### src/verilog/adcsq_pkg.sv
// Purpose: constants and types for the converter sequencer/trigger block
// Assumes: 200 MHz clock, four sequencers, eight analog inputs
// Notes:   Summary list below; offsets are byte addresses on AXI4-Lite
package adcsq_pkg;
  localparam int NSEQ     = 4;
  localparam int NCH      = 8;
  localparam int SW       = 10;
  localparam int RW       = 12;
  localparam int FDEPTH   = 4;
  localparam int NPWM     = 6;

  // Conversion time per sample (1 MSPS) and clock period
  localparam int CONV_TIME_NS = 1000;
  localparam int CLK_PER_NS   = 5;
  localparam int CONV_CYCLES  = (CONV_TIME_NS + CLK_PER_NS - 1) / CLK_PER_NS;
  localparam logic [1:0] WARMUP_CONV = 2'h2;

  localparam logic [7:0] OFS_SEQ_EN    = 8'h00;
  localparam logic [7:0] OFS_RAW_IRQ   = 8'h04;
  localparam logic [7:0] OFS_IRQ_EN    = 8'h08;
  localparam logic [7:0] OFS_IRQ_CLR   = 8'h0C;
  localparam logic [7:0] OFS_EMUX      = 8'h10;
  localparam logic [7:0] OFS_PROC_TRIG = 8'h14;
  localparam logic [7:0] OFS_AVG       = 8'h18;
  localparam logic [7:0] OFS_SEQ_CFG   = 8'h1C;
  localparam logic [7:0] OFS_FIFO0     = 8'h20;
  localparam logic [7:0] OFS_FIFO_STAT = 8'h30;
  localparam logic [7:0] OFS_PWM_TRIG  = 8'h34;
  localparam logic [7:0] OFS_PWM_STAT  = 8'h38;

  localparam logic [3:0] SRC_PROCESSOR = 4'h0;
  localparam logic [3:0] SRC_TIMER0    = 4'h1;
  localparam logic [3:0] SRC_TIMER3    = 4'h4;
  localparam logic [3:0] SRC_PWM       = 4'h5;
  localparam logic [3:0] SRC_ALWAYS    = 4'hF;

  localparam logic [1:0] RESP_OKAY   = 2'h0;
  localparam logic [1:0] RESP_SLVERR = 2'h2;

  typedef struct packed {
    logic       diff;
    logic [2:0] chan;
  } adcsq_seqcfg_t;

  typedef enum logic [1:0] {
    ST_IDLE = 2'b00,
    ST_CONV = 2'b01
  } adcsq_state_t;
endpackage

### src/verilog/adcsq_avg.sv
// Purpose: one conversion run with optional hardware averaging
// Assumes: inputs synchronous; start only while not busy
// Notes:   signed accumulate, arithmetic shift divide
`timescale 1ns/10ps
module adcsq_avg (
  // Clock and reset
  input  wire logic                              clk_i,
  input  wire logic                              reset_i,
  // Run control
  input  wire logic                              start_i,
  input  wire adcsq_pkg::adcsq_seqcfg_t          cfg_i,
  input  wire logic [1:0]                        avg_log2_i,
  // Analog inputs
  input  wire logic [adcsq_pkg::NCH-1:0][adcsq_pkg::SW-1:0] ain_i,
  // Result
  output logic                                   busy_o,
  output logic                                   done_o,
  output logic [adcsq_pkg::RW-1:0]               result_o
);
  import adcsq_pkg::*;

  adcsq_seqcfg_t      cfg_q;
  logic [1:0]         log_q;
  logic [7:0]         tick;
  logic [3:0]         left;
  logic signed [15:0] acc;
  logic signed [RW-1:0] mn;
  logic signed [RW-1:0] mx;

  wire [2:0] pos_idx = {cfg_q.chan[2:1], 1'b0};
  wire [2:0] neg_idx = {cfg_q.chan[2:1], 1'b1};
  // Any of the eight inputs can be picked
  wire signed [RW-1:0] single_s = $signed({2'h0, ain_i[cfg_q.chan]});
  wire signed [RW-1:0] diff_s = $signed({2'h0, ain_i[pos_idx]})
                              - $signed({2'h0, ain_i[neg_idx]});
  wire signed [RW-1:0] sample_s = cfg_q.diff ? diff_s : single_s;
  wire signed [15:0] next_acc = acc + 16'(sample_s);
  wire tick_end = busy_o && (tick == 8'(CONV_CYCLES - 1));
  // Signed shift keeps near-zero differential averages exact
  wire signed [15:0] next_avg = next_acc >>> log_q;

  always_ff @(posedge clk_i or posedge reset_i) begin
    if (reset_i) begin
      busy_o   <= 1'b0;
      done_o   <= 1'b0;
      result_o <= 12'h000;
      cfg_q    <= '0;
      log_q    <= 2'h0;
      tick     <= 8'h00;
      left     <= 4'h0;
      acc      <= 16'h0000;
    end else begin
      done_o <= 1'b0;
      if (start_i && !busy_o) begin
        busy_o <= 1'b1;
        cfg_q  <= cfg_i;
        log_q  <= avg_log2_i;
        tick   <= 8'h00;
        left   <= 4'(4'h1 << avg_log2_i);
        acc    <= 16'h0000;
      end else if (tick_end) begin
        tick <= 8'h00;
        acc  <= next_acc;
        left <= left - 4'h1;
        if (left == 4'h1) begin
          busy_o   <= 1'b0;
          done_o   <= 1'b1;
          result_o <= next_avg[RW-1:0];
        end
      end else if (busy_o) begin
        tick <= tick + 8'h01;
      end
    end
  end

  // Range of samples seen in this run, for checking only
  always_ff @(posedge clk_i or posedge reset_i) begin
    if (reset_i) begin
      mn <= 12'h7FF;
      mx <= 12'h800;
    end else if (start_i && !busy_o) begin
      mn <= 12'h7FF;
      mx <= 12'h800;
    end else if (tick_end) begin
      mn <= (sample_s < mn) ? sample_s : mn;
      mx <= (sample_s > mx) ? sample_s : mx;
    end
  end

  a_avg_in_range: assert property (@(posedge clk_i) disable iff (reset_i)
    done_o |-> ($signed(result_o) >= mn && $signed(result_o) <= mx))
    else $error("average outside sample range");

  c_avg_diff: cover property (@(posedge clk_i) disable iff (reset_i)
    done_o && cfg_q.diff && log_q != 2'h0);
endmodule // adcsq_avg

### src/verilog/adcsq_top.sv
// Purpose: trigger selection, sequencing, FIFOs and interrupts
// Assumes: AXI4-Lite master keeps one read and one write outstanding
// Notes:   sequencer 0 has highest priority for the shared converter
`timescale 1ns/10ps
module adcsq_top (
  // Clock and reset
  input  wire logic                    clk_i,
  input  wire logic                    reset_i,
  // AXI4-Lite write
  input  wire logic [7:0]              s_axi_awaddr_i,
  input  wire logic                    s_axi_awvalid_i,
  output logic                         s_axi_awready_o,
  input  wire logic [31:0]             s_axi_wdata_i,
  input  wire logic [3:0]              s_axi_wstrb_i,
  input  wire logic                    s_axi_wvalid_i,
  output logic                         s_axi_wready_o,
  output logic [1:0]                   s_axi_bresp_o,
  output logic                         s_axi_bvalid_o,
  input  wire logic                    s_axi_bready_i,
  // AXI4-Lite read
  input  wire logic [7:0]              s_axi_araddr_i,
  input  wire logic                    s_axi_arvalid_i,
  output logic                         s_axi_arready_o,
  output logic [31:0]                  s_axi_rdata_o,
  output logic [1:0]                   s_axi_rresp_o,
  output logic                         s_axi_rvalid_o,
  input  wire logic                    s_axi_rready_i,
  // Trigger sources
  input  wire logic [3:0]              timer_trig_i,
  input  wire logic [adcsq_pkg::NPWM-1:0] pwm_evt_i,
  // Analog inputs
  input  wire logic [adcsq_pkg::NCH-1:0][adcsq_pkg::SW-1:0] ain_i,
  // Interrupt
  output logic                         irq_o
);
  import adcsq_pkg::*;

  ////////////////////////////////////////////////////////////////////////
  logic                  aw_full;
  logic                  w_full;
  logic [7:0]            aw_addr;
  logic [31:0]           w_data;
  logic [3:0]            w_strb;
  logic [NSEQ-1:0]       seq_enable;
  logic [NSEQ-1:0]       irq_enable;
  logic [NSEQ-1:0]       raw_irq;
  logic [15:0]           event_mux_select;
  logic [1:0]            avg_log2;
  adcsq_seqcfg_t [NSEQ-1:0] seq_cfg;
  logic [NPWM-1:0]       pwm_gen_int_trigger_enable;
  logic [NPWM-1:0]       pwm_gen_int_status_clear;
  logic [NSEQ-1:0]       pend;
  logic [1:0]            warm_cnt;
  logic [1:0]            cur;
  adcsq_state_t          state;
  logic                  eng_busy;
  logic                  eng_done;
  logic [RW-1:0]         eng_result;
  logic [NSEQ-1:0]       trig;
  logic [NSEQ-1:0]       fifo_empty;
  logic [NSEQ-1:0]       fifo_full;
  logic [NSEQ-1:0][RW-1:0] fifo_head;

  ////////////////////////////////////////////////////////////////////////
  // Write path: address and data may arrive in either order
  wire        wr_go = aw_full && w_full && !s_axi_bvalid_o;
  wire [31:0] wmask = {{8{w_strb[3]}}, {8{w_strb[2]}},
                       {8{w_strb[1]}}, {8{w_strb[0]}}};
  wire [31:0] wbits = w_data & wmask;
  wire we_seq_en  = wr_go && aw_addr == OFS_SEQ_EN;
  wire we_irq_en  = wr_go && aw_addr == OFS_IRQ_EN;
  wire we_irq_clr = wr_go && aw_addr == OFS_IRQ_CLR;
  wire we_emux    = wr_go && aw_addr == OFS_EMUX;
  wire we_proc    = wr_go && aw_addr == OFS_PROC_TRIG;
  wire we_avg     = wr_go && aw_addr == OFS_AVG;
  wire we_cfg     = wr_go && aw_addr == OFS_SEQ_CFG;
  wire we_pwm_en  = wr_go && aw_addr == OFS_PWM_TRIG;
  wire we_pwm_clr = wr_go && aw_addr == OFS_PWM_STAT;
  wire wr_hit = we_seq_en | we_irq_en | we_irq_clr | we_emux | we_proc
              | we_avg | we_cfg | we_pwm_en | we_pwm_clr;
  wire [31:0] merge_seq_en = ({28'h0, seq_enable} & ~wmask) | wbits;
  wire [31:0] merge_irq_en = ({28'h0, irq_enable} & ~wmask) | wbits;
  wire [31:0] merge_emux   = ({16'h0, event_mux_select} & ~wmask) | wbits;
  wire [31:0] merge_avg    = ({30'h0, avg_log2} & ~wmask) | wbits;
  wire [31:0] merge_cfg    = ({16'h0, seq_cfg} & ~wmask) | wbits;
  wire [31:0] merge_pwm_en = ({26'h0, pwm_gen_int_trigger_enable} & ~wmask)
                           | wbits;
  wire [NSEQ-1:0] proc_trig = we_proc ? wbits[NSEQ-1:0] : 4'h0;
  wire [NSEQ-1:0] irq_clr   = we_irq_clr ? wbits[NSEQ-1:0] : 4'h0;
  wire [NPWM-1:0] pwm_clr   = we_pwm_clr ? wbits[NPWM-1:0] : 6'h00;

  assign s_axi_awready_o = !aw_full && !s_axi_bvalid_o;
  assign s_axi_wready_o  = !w_full && !s_axi_bvalid_o;

  always_ff @(posedge clk_i or posedge reset_i) begin
    if (reset_i) begin
      aw_full        <= 1'b0;
      w_full         <= 1'b0;
      aw_addr        <= 8'h00;
      w_data         <= 32'h0000_0000;
      w_strb         <= 4'h0;
      s_axi_bvalid_o <= 1'b0;
      s_axi_bresp_o  <= RESP_OKAY;
    end else begin
      if (s_axi_awvalid_i && s_axi_awready_o) begin
        aw_full <= 1'b1;
        aw_addr <= s_axi_awaddr_i;
      end
      if (s_axi_wvalid_i && s_axi_wready_o) begin
        w_full <= 1'b1;
        w_data <= s_axi_wdata_i;
        w_strb <= s_axi_wstrb_i;
      end
      if (wr_go) begin
        aw_full        <= 1'b0;
        w_full         <= 1'b0;
        s_axi_bvalid_o <= 1'b1;
        s_axi_bresp_o  <= wr_hit ? RESP_OKAY : RESP_SLVERR;
      end else if (s_axi_bready_i) begin
        s_axi_bvalid_o <= 1'b0;
      end
    end
  end

  ////////////////////////////////////////////////////////////////////////
  // Read path; a FIFO data read pops that FIFO
  wire ar_go = s_axi_arvalid_i && s_axi_arready_o;
  wire [7:0] ra = s_axi_araddr_i;
  wire [1:0] ra_seq = ra[3:2];
  wire ra_fifo = ra[7:4] == OFS_FIFO0[7:4] && ra[1:0] == 2'h0;
  wire [NSEQ-1:0] pop = (ar_go && ra_fifo) ? (4'h1 << ra_seq) & ~fifo_empty
                                            : 4'h0;
  wire ra_hit = ra_fifo || ra == OFS_SEQ_EN || ra == OFS_RAW_IRQ
              || ra == OFS_IRQ_EN || ra == OFS_IRQ_CLR || ra == OFS_EMUX
              || ra == OFS_PROC_TRIG || ra == OFS_AVG || ra == OFS_SEQ_CFG
              || ra == OFS_FIFO_STAT || ra == OFS_PWM_TRIG
              || ra == OFS_PWM_STAT;
  // Write-only registers read as zero
  wire [31:0] rd_word =
      ra_fifo ? 32'(signed'(fifo_head[ra_seq])) :
      ra == OFS_SEQ_EN    ? {28'h0, seq_enable} :
      ra == OFS_RAW_IRQ   ? {28'h0, raw_irq} :
      ra == OFS_IRQ_EN    ? {28'h0, irq_enable} :
      ra == OFS_EMUX      ? {16'h0, event_mux_select} :
      ra == OFS_AVG       ? {30'h0, avg_log2} :
      ra == OFS_SEQ_CFG   ? {16'h0, seq_cfg} :
      ra == OFS_FIFO_STAT ? {24'h0, fifo_full, fifo_empty} :
      ra == OFS_PWM_TRIG  ? {26'h0, pwm_gen_int_trigger_enable} :
      ra == OFS_PWM_STAT  ? {26'h0, pwm_gen_int_status_clear} :
      32'h0000_0000;

  assign s_axi_arready_o = !s_axi_rvalid_o;

  always_ff @(posedge clk_i or posedge reset_i) begin
    if (reset_i) begin
      s_axi_rvalid_o <= 1'b0;
      s_axi_rdata_o  <= 32'h0000_0000;
      s_axi_rresp_o  <= RESP_OKAY;
    end else if (ar_go) begin
      s_axi_rvalid_o <= 1'b1;
      s_axi_rdata_o  <= rd_word;
      s_axi_rresp_o  <= ra_hit ? RESP_OKAY : RESP_SLVERR;
    end else if (s_axi_rready_i) begin
      s_axi_rvalid_o <= 1'b0;
    end
  end

  ////////////////////////////////////////////////////////////////////////
  // Control registers and sticky status
  wire warming = warm_cnt < WARMUP_CONV;
  wire accept  = eng_done && !warming && seq_enable[cur];
  wire [NSEQ-1:0] push = accept ? 4'h1 << cur : 4'h0;
  // Each enabled PWM event fires regardless of its status bit
  wire pwm_fire = |(pwm_evt_i & pwm_gen_int_trigger_enable);

  always_ff @(posedge clk_i or posedge reset_i) begin
    if (reset_i) begin
      seq_enable                 <= 4'h0;
      irq_enable                 <= 4'h0;
      event_mux_select           <= 16'h0000;
      avg_log2                   <= 2'h0;
      seq_cfg                    <= '0;
      pwm_gen_int_trigger_enable <= 6'h00;
      raw_irq                    <= 4'h0;
      pwm_gen_int_status_clear   <= 6'h00;
    end else begin
      if (we_seq_en) seq_enable <= merge_seq_en[NSEQ-1:0];
      if (we_irq_en) irq_enable <= merge_irq_en[NSEQ-1:0];
      if (we_emux) event_mux_select <= merge_emux[15:0];
      if (we_avg) avg_log2 <= merge_avg[1:0];
      if (we_cfg) seq_cfg <= merge_cfg[15:0];
      if (we_pwm_en) pwm_gen_int_trigger_enable <= merge_pwm_en[NPWM-1:0];
      // Set wins over a clear in the same cycle
      raw_irq <= (raw_irq & ~irq_clr) | push;
      // One status bit per PWM condition
      pwm_gen_int_status_clear <= (pwm_gen_int_status_clear & ~pwm_clr)
                                | pwm_evt_i;
    end
  end

  assign irq_o = |(raw_irq & irq_enable);

  ////////////////////////////////////////////////////////////////////////
  // Per-sequencer trigger, pending flag and FIFO
  wire [NSEQ-1:0] cand = pend & seq_enable & ~fifo_full;
  wire [1:0] sel = cand[0] ? 2'h0 : cand[1] ? 2'h1 : cand[2] ? 2'h2 : 2'h3;
  wire start = state == ST_IDLE && |cand && !eng_busy;
  wire redo  = eng_done && warming;

  genvar s;
  generate
    for (s = 0; s < NSEQ; s++) begin : g_seq
      logic [RW-1:0] mem [FDEPTH];
      logic [1:0]    wp;
      logic [1:0]    rp;
      logic [2:0]    cnt;
      wire  [3:0]    code = event_mux_select[4*s +: 4];
      wire  is_timer = code >= SRC_TIMER0 && code <= SRC_TIMER3;
      wire  [1:0]    tsel = 2'(code - SRC_TIMER0);
      // Only the selected timer's own pulse counts
      wire  src_hit =
          code == SRC_PROCESSOR ? proc_trig[s] :
          is_timer              ? timer_trig_i[tsel] :
          code == SRC_PWM       ? pwm_fire :
          code == SRC_ALWAYS;
      assign trig[s] = seq_enable[s] && src_hit;
      assign fifo_empty[s] = cnt == 3'h0;
      assign fifo_full[s]  = cnt == 3'(FDEPTH);
      assign fifo_head[s]  = mem[rp];

      // A retrigger in flight queues one run, no more
      always_ff @(posedge clk_i or posedge reset_i) begin
        if (reset_i) begin
          pend[s] <= 1'b0;
        end else if (trig[s] || (redo && cur == 2'(s))) begin
          pend[s] <= 1'b1;
        end else if (start && sel == 2'(s)) begin
          pend[s] <= 1'b0;
        end
      end

      // Every accepted conversion is stored
      always_ff @(posedge clk_i) begin
        if (push[s]) mem[wp] <= eng_result;
      end

      always_ff @(posedge clk_i or posedge reset_i) begin
        if (reset_i) begin
          wp  <= 2'h0;
          rp  <= 2'h0;
          cnt <= 3'h0;
        end else begin
          if (push[s]) wp <= wp + 2'h1;
          if (pop[s]) rp <= rp + 2'h1;
          cnt <= cnt + 3'(push[s]) - 3'(pop[s]);
        end
      end
    end
  endgenerate

  ////////////////////////////////////////////////////////////////////////
  // Converter ownership
  always_ff @(posedge clk_i or posedge reset_i) begin
    if (reset_i) begin
      state    <= ST_IDLE;
      cur      <= 2'h0;
      warm_cnt <= 2'h0;
    end else begin
      case (state)
        ST_IDLE: begin
          if (start) begin
            state <= ST_CONV;
            cur   <= sel;
          end
        end
        ST_CONV: begin
          if (eng_done) begin
            state <= ST_IDLE;
            // Results before warm-up ends are dropped
            if (warming) warm_cnt <= warm_cnt + 2'h1;
          end
        end
        default: state <= ST_IDLE;
      endcase
    end
  end

  adcsq_avg u_avg (
    .clk_i      (clk_i),
    .reset_i    (reset_i),
    .start_i    (start),
    .cfg_i      (seq_cfg[sel]),
    .avg_log2_i (avg_log2),
    .ain_i      (ain_i),
    .busy_o     (eng_busy),
    .done_o     (eng_done),
    .result_o   (eng_result)
  );

  ////////////////////////////////////////////////////////////////////////
  a_always_code: assert property (@(posedge clk_i) disable iff (reset_i)
    (seq_enable[3] && event_mux_select[15:12] == SRC_ALWAYS) |-> trig[3])
    else $error("always code did not trigger sequencer three");
  a_always_fills: assert property (@(posedge clk_i) disable iff (reset_i)
    push[3] |=> !fifo_empty[3])
    else $error("sequencer three FIFO empty after store");
  a_timer_gate: assert property (@(posedge clk_i) disable iff (reset_i)
    (trig[0] && g_seq[0].is_timer) |-> timer_trig_i[g_seq[0].tsel])
    else $error("timer trigger without its own pulse");
  a_retrig_queue: assert property (@(posedge clk_i) disable iff (reset_i)
    (state == ST_CONV && trig[cur]) |=> pend[$past(cur)])
    else $error("retrigger lost or not queued");
  a_pwm_every: assert property (@(posedge clk_i) disable iff (reset_i)
    (seq_enable[1] && event_mux_select[7:4] == SRC_PWM && pwm_fire)
      |-> trig[1])
    else $error("pwm match did not trigger");
  a_pwm_status: assert property (@(posedge clk_i) disable iff (reset_i)
    (|pwm_evt_i) |=> ((pwm_gen_int_status_clear & $past(pwm_evt_i))
                      == $past(pwm_evt_i)))
    else $error("pwm status bit missed its event");
  a_timer3_trig: assert property (@(posedge clk_i) disable iff (reset_i)
    (seq_enable[2] && event_mux_select[11:8] == SRC_TIMER3
      && timer_trig_i[3]) |-> trig[2])
    else $error("timer three did not trigger");
  a_data_first: assert property (@(posedge clk_i) disable iff (reset_i)
    $rose(raw_irq[0]) |-> !fifo_empty[0])
    else $error("interrupt before FIFO data");
  a_warmup_drop: assert property (@(posedge clk_i) disable iff (reset_i)
    (eng_done && warming) |-> push == 4'h0 ##1 warm_cnt == $past(warm_cnt) + 2'h1)
    else $error("warm-up conversion was stored");

  c_always_run: cover property (@(posedge clk_i) disable iff (reset_i)
    push[3] && event_mux_select[15:12] == SRC_ALWAYS);
  c_pwm_start: cover property (@(posedge clk_i) disable iff (reset_i)
    pwm_fire ##[1:4] start);
  c_retrig: cover property (@(posedge clk_i) disable iff (reset_i)
    state == ST_CONV && trig[cur]);
endmodule // adcsq_top

### config.mk
export PLATFORM = sky130hd
export DESIGN_NAME = adcsq_top
export DESIGN_NICKNAME = d
export VERILOG_FILES = /design/src/verilog/adcsq_pkg.sv /design/src/verilog/adcsq_avg.sv /design/src/verilog/adcsq_top.sv
export SDC_FILE = /design/constraint.sdc
export NUM_CORES = 1
export LEC_CHECK = 0
export ABC_CLOCK_PERIOD_IN_PS = 8400
export BUFFER_PORTS_ARGS = -buffer_cell sky130_fd_sc_hd__buf_2
export CAP_MARGIN = 20
export CORE_UTILIZATION = 58
export DETAILED_ROUTE_END_ITERATION = 8
export PLACE_DENSITY = 0.76
export SLEW_MARGIN = 20
export SYNTH_ARGS = -nofsm -noshare
export SYNTH_HDL_FRONTEND = slang
export SYNTH_SLANG_ARGS = --single-unit
### constraint.sdc
create_clock -name clk_i -period 8.4 [get_ports clk_i]
set_input_delay 0.42 -clock clk_i [delete_from_list [all_inputs] [get_ports clk_i]]
set_output_delay 0.42 -clock clk_i [all_outputs]
set_load 0.01 [all_outputs]
# Word level (Yosys, flattened, before mapping)
# Memories as Yosys holds them, arrays and structs flattened.
# Cells that the tools add are included.
# W data, S select, Z words.
# totals
ff_bits,210
ramBits,192
elab_cells,371
mem_count,4
# mem_list
memory,depth,width,rd,rd_ports_with_merged_regs,write_ports,line_no,rtl
g_seq[0].mem,4,12,1,0,1,adcsq_top.sv:213,logic [RW-1:0] mem [FDEPTH];
g_seq[1].mem,4,12,1,0,1,adcsq_top.sv:213,
g_seq[2].mem,4,12,1,0,1,adcsq_top.sv:213,
g_seq[3].mem,4,12,1,0,1,adcsq_top.sv:213,
# classes
n_addsub,25
n_lt_le_gt_ge,19
n_eq_ne,42
shifts,4
muxes,93
bitwise,36
n_reduce_logical,95
# ops
operator,n
$mux W16,8
$eq A8 B5 Y1 const B,8
$and A16 B16 Y16,3
$mux W1,48
$logic_and A1 B1 Y1,41
$bmux W10 S2,2
$eq A8 B6 Y1 const B,5
$eq A8 B4 Y1 const B,4
$mux W32,1
$mux W8,4
$or A16 B16 Y16,2
$bmux W10 S3,1
$mux W10,3
$and A4 B4 Y4,7
$mux W4,7
$bmux W12 S2,1
$mux W12,2
$lt A2 B3 Y1 const B,7
$reduce_bool A2 Y1,10
$add A2 B1 Y2 const B,9
$and A6 B6 Y6,3
$mux W6,3
$add A16 B12 Y16,1
$eq A4 B3 Y1 const B,4
46 further kinds,130

# Longest topological paths before layout
# depth
depth_word,14
depth_mapped,22

# By module
# A second synthesis with hierarchy kept.
# hier_totals
hier_cells,1476
hier_area_um2,19506.2
# modules_own_cells
module,instances,cells_per_inst,area_each_um2,seq_area_each_um2
adcsq_top,1,1019,15058.2,9369.0
adcsq_avg,1,457,4448.0,1176.1

# Worst setup path before layout
# No wires, ideal clock.
# synth_timing
kind,reg-to-reg
startpoint,register u_avg.cfg_q[1] (netlist bit)
endpoint,register u_avg.result_o[10] (netlist bit)
setup_ns,0.125
t_arrival_ns,5.299
required_time_ns,8.275
slack_ns,2.977
path_stages_with_launch,21
n_path_buf,3
cell_sequence,dfrtp_1 -> clkbuf_1 -> buf_1 -> buf_1 -> mux4_2 -> ha_1 -> o21ai_0 -> a21oi_1 -> o21ai_0 -> a21boi_0 -> o211ai_1 -> and3_1 -> o31ai_1 -> ha_1 -> or3_1 -> o21ai_0 -> a21oi_1 -> a31oi_1 -> xnor2_1 -> mux4_2 -> mux2_2
# synth_between
elab_chain_cells,6
# synth_lines
item,line_no,rtl
"start, declared",adcsq_avg.sv:22,adcsq_seqcfg_t cfg_q;
"start signal, assigned",adcsq_avg.sv:56,cfg_q <= cfg_i;
$bmux W10 S2 (on tied branches),"adcsq_avg.sv:34, adcsq_avg.sv:35",
$mux W10 (on tied branches),"adcsq_avg.sv:34, adcsq_avg.sv:35",
$sub A10 B10 Y11,adcsq_avg.sv:35,"- $signed({2'h0, ain_i[neg_idx]});"
$mux W12 *,adcsq_avg.sv:36,wire signed [RW-1:0] sample_s = cfg_q.diff ? diff_s : single_s;
$add A16 B12 Y16 *,adcsq_avg.sv:37,wire signed [15:0] next_acc = acc + 16'(sample_s);
$sshr A16 B2 Y12 *,adcsq_avg.sv:40,wire signed [15:0] next_avg = next_acc >>> log_q;
"end signal, assigned",adcsq_avg.sv:68,result_o <= next_avg[RW-1:0];
"end, declared",adcsq_avg.sv:18,output logic [adcsq_pkg::RW-1:0] result_o
# Mark *: on every way between the ends. The rest lies on a longest branch, timed or not. The select of a mux whose other input is x is not followed.
# A chain may end at the register's enable or synchronous reset.

# Worst setup path in the final report
# Ends and elaborated chain as after synthesis.

==> results.md <==
- The wire length of the first global-routing pass is 67,300 um.
- The data required time of the worst path is 8.81 ns.
- The flip-flop and latch count after synthesis is 383.
- The clock tree buffer depth is 3.
- The number of core rows is 65.
- The class of the worst hold path is in -> async.
- The CTS root buffer is clkbuf_16.
- The count of hold buffers inserted by post-cts repair is 0.
- Setup repair after global routing left no endpoint under its margin.
- After synthesis, the cell types taking the most area are edfxtp_1, dfrtp_1, mux4_2.
- For this design the static power due to leakage is 0.00885 uW.
- The final count of pins violating max slew is 0.
- Of the total synthesized cell area, the portion taken by AND, OR, NAND and NOR gates is 7.82%.
- The final critical delay including setup and external delays is 5.39 ns.
- After detailed routing, the average wire length per cell comes to 21.4 um.
- The number of H-tree levels is 2.
- The dominant combinational cell family by area after synthesis is multiplexers.
- The top flip-flop cell by instance count after synthesis is edfxtp_1.
- The capturing element type of the critical path is a flip-flop.
- The multiplexer fraction of the synthesized cell area is 17.4%.
- The library cell with the highest instance count after synthesis is edfxtp_1.
- The die area is 33,500 um2.
- The total wirelength of the detailed-routed design is 42,800 um.
- The final critical path takes up 64.2% of the cycle.
- The via count is 12,300.
- In this run the vertical extent of the chip is 183 um.
- The via count of the first global-routing pass is 12,200.
- Headroom to the max-slew limit came out at 20.2%.
- The die is 183 um wide.
- The weighted congestion at the end of routability-driven global placement is 0.916.
- For the pin with the worst max-slew slack, the measured transition is 1.18 ns.
- The proportion of synthesized flip-flops having asynchronous set or reset is 49.9%.
- The synthesized-area fraction occupied by xor and xnor cells is 1.89%.
- The fraction of layout cells with a size suffix above 1 is 27.1%.
- The number of design rule violations left after detail routing is 0.
- After the last flow step, the layout net total stands at 1,750.
- Setup violations remaining at the end of the flow were counted as 0.
- The first routing iteration left 1,026 violations.
- After legalization and detailed placement, the total HPWL measured 30,000 um.
- The post-layout utilization of the core is 66.7%.
- The largest driver fanout on the critical path is 41.
- The post-synthesis sequential area ratio is 55.5%.
- Counting every sink on the clock net gives 383.
- The global-route congestion overflow total is 0.
- At the worst endpoint, the arrival time is 5.80 ns.
- The pin count of the biggest net entering global routing is 130.
- Across the run, the number of max-cap violations was 0.
- Before antenna repair, the detailed router went through 7 iterations.
- The vias per cell is 6.17.
- The setup skew after layout is 0.0188 ns.
- The post-synthesis cell type with the largest combined area is edfxtp_1.
- Counting the buffers created by CTS gives 39.
- The count of different cell masters after synthesis is 73.
- The proportion of netlist area held by the largest area contributor is 30.4%.
- The number of gates given a new drive strength after cts is 0.
- The number of nets with antenna violations after routing is 0.
- The mean instance size in the synthesized netlist is 13.6 um2.
- The maximum achievable frequency is 185 MHz.
- IR analysis of the VDD net gives a maximum drop of 0.125 mV.
- The area of the core is 31,900 um2.
- Sorting the synthesized cells by how often they occur yields edfxtp_1, dfrtp_1, nand2_1, mux4_2, o21ai_0.
- The compound-gate portion of the synthesized area is 8.84%.
- Relative to the synthesized area, the layout overhead comes to 12.0%.
- The final-report hold violation count is 0.
- The number of antenna violations at the first check in global routing is 2.
- The clock-pin slew on the worst setup and hold paths is 0.07 ns.
- The quantity of I/O buffers inserted on ports is 170.
- The post-CTS setup buffer count is 0.
- The post-route setup TNS is 0 ns.
- 191 I/O pins were placed.
- Summing the areas of all fa, ha and maj instances in the mapped netlist gives 4.78% of the synthesized area.
- The worst setup path is of the reg -> reg kind.
- The count of flip-flops with a built-in enable after synthesis is 192.
- The power per standard cell area is 216 nW/um2.
- The aggregate global-route resource usage is 26.2%.
- The latest clock arrival within the worst-skew pair is 0.53 ns.
- The instance count of the mapped netlist is 1,398.
- Yosys printed 0 warnings.
- The CTS tree is built.
- STA classifies the critical path startpoint as a flip-flop.
- The initial core utilization is 59.6%.
- The cell area that synthesis handed to floorplanning was 19,000 um2.
- The run finished with clean final reports.
cell usage in the layout, fill, tap and decap left out, types with 12 or more instances in the layout:
cell,instances
edfxtp_1,192
dfrtp_1,190
buf_2,170
nand2_1,113
mux4_2,105
o21ai_0,83
inv_1,73
mux2_2,72
ha_1,63
nor2_1,52
a21oi_1,42
clkbuf_16,40
xnor2_1,30
nand3_1,24
and2_1,19
nor2b_1,17
a22oi_1,17
a22o_1,17
a21o_1,16
clkbuf_1,16
mux2i_1,13
nor3_1,12
a221o_1,12
layout make-up:
| type | instances | area, um2 |
|---|---|---|
| diodes | 1 | 2.50 |
| clock buffers | 60 | 1120 |
| clock inverters | 11 | 120 |
| fillers | 2269 | 10600 |
| inverters | 76 | 293 |
| multi-input cells | 855 | 7740 |
| flip-flops and latches | 383 | 10500 |
| well taps | 435 | 544 |
| repair buffers | 177 | 903 |
worst paths after layout:
check                                 start                  to  slack, ns  cells past startpoint
setup / recovery             u_avg.cfg_q[1]  u_avg.result_o[10]       3.01                     19
hold / removal                      reset_i       u_avg.tick[5]       0.03                      2
setup reg to reg             u_avg.cfg_q[1]  u_avg.result_o[10]       3.01                     19
hold reg to reg            s_axi_rdata_o[0]    s_axi_rdata_o[0]       0.47                      1
max in group asynchronous           reset_i      u_avg.cfg_q[0]       6.99                      3
min in group clk_i           s_axi_rready_i      s_axi_rvalid_o       0.07                      2
report_power, final:
group	internal (uW)	switching [uW]	total (uW)	leakage [uW]
Sequential	2100	200	2300	0.00454
Clock	980	700	1680	0.000599
Combinational	293	316	609	0.00371
Total	3370	1220	4590	0.00885
stage by stage:
stage	total power [uW]	instance area [um2]	cells	hold slack (ns)	worst slack (ns)
after global placement	2920	20000	1926	0.460	3.13
after detailed placement	2940	20000	1926	0.462	3.02
after global routing	4770	21300	1997	0.0811	2.71
final	4590	21300	1998	0.0291	3.01
after floorplan	2730	19000	1399	0.445	2.78
after CTS	4600	21300	1997	0.0658	3.00
critical path: stages (launching register included):
cell and delay (ns):
dfrtp_2 0.34, buf_4 0.51, mux4_2 0.63, ha_1 0.29
nor2b_1 0.12, o21ai_0 0.11, a21oi_1 0.19, o21ai_0 0.11
a21boi_0 0.35, o211ai_1 0.17, and3_1 0.21, o31ai_1 0.23
ha_1 0.34, or3_1 0.36, o21ai_0 0.08, a21oi_1 0.09
a31oi_1 0.22, xnor2_1 0.14, mux4_2 0.48, mux2_2 0.27
kinds of logic after synthesis:
family,after synthesis
xor+xnor,41
mux,190
simple gates,299
buf+inv,161
fa+ha+maj,69
flops,383
other cells,1
compound gates,254
per-layer routing:
layer / up-vias / global-route usage (%) / part of all wire [%]
met5: - / 0 / 0
met2: 513 / 43.0 / 48
met4: 0 / 7.00 / 2.5
li1: 5531 / - / -
met1: 6216 / 36.2 / 41
met3: 74 / 4.88 / 8.0
Note: power is estimated with default switching activity, not from simulation.
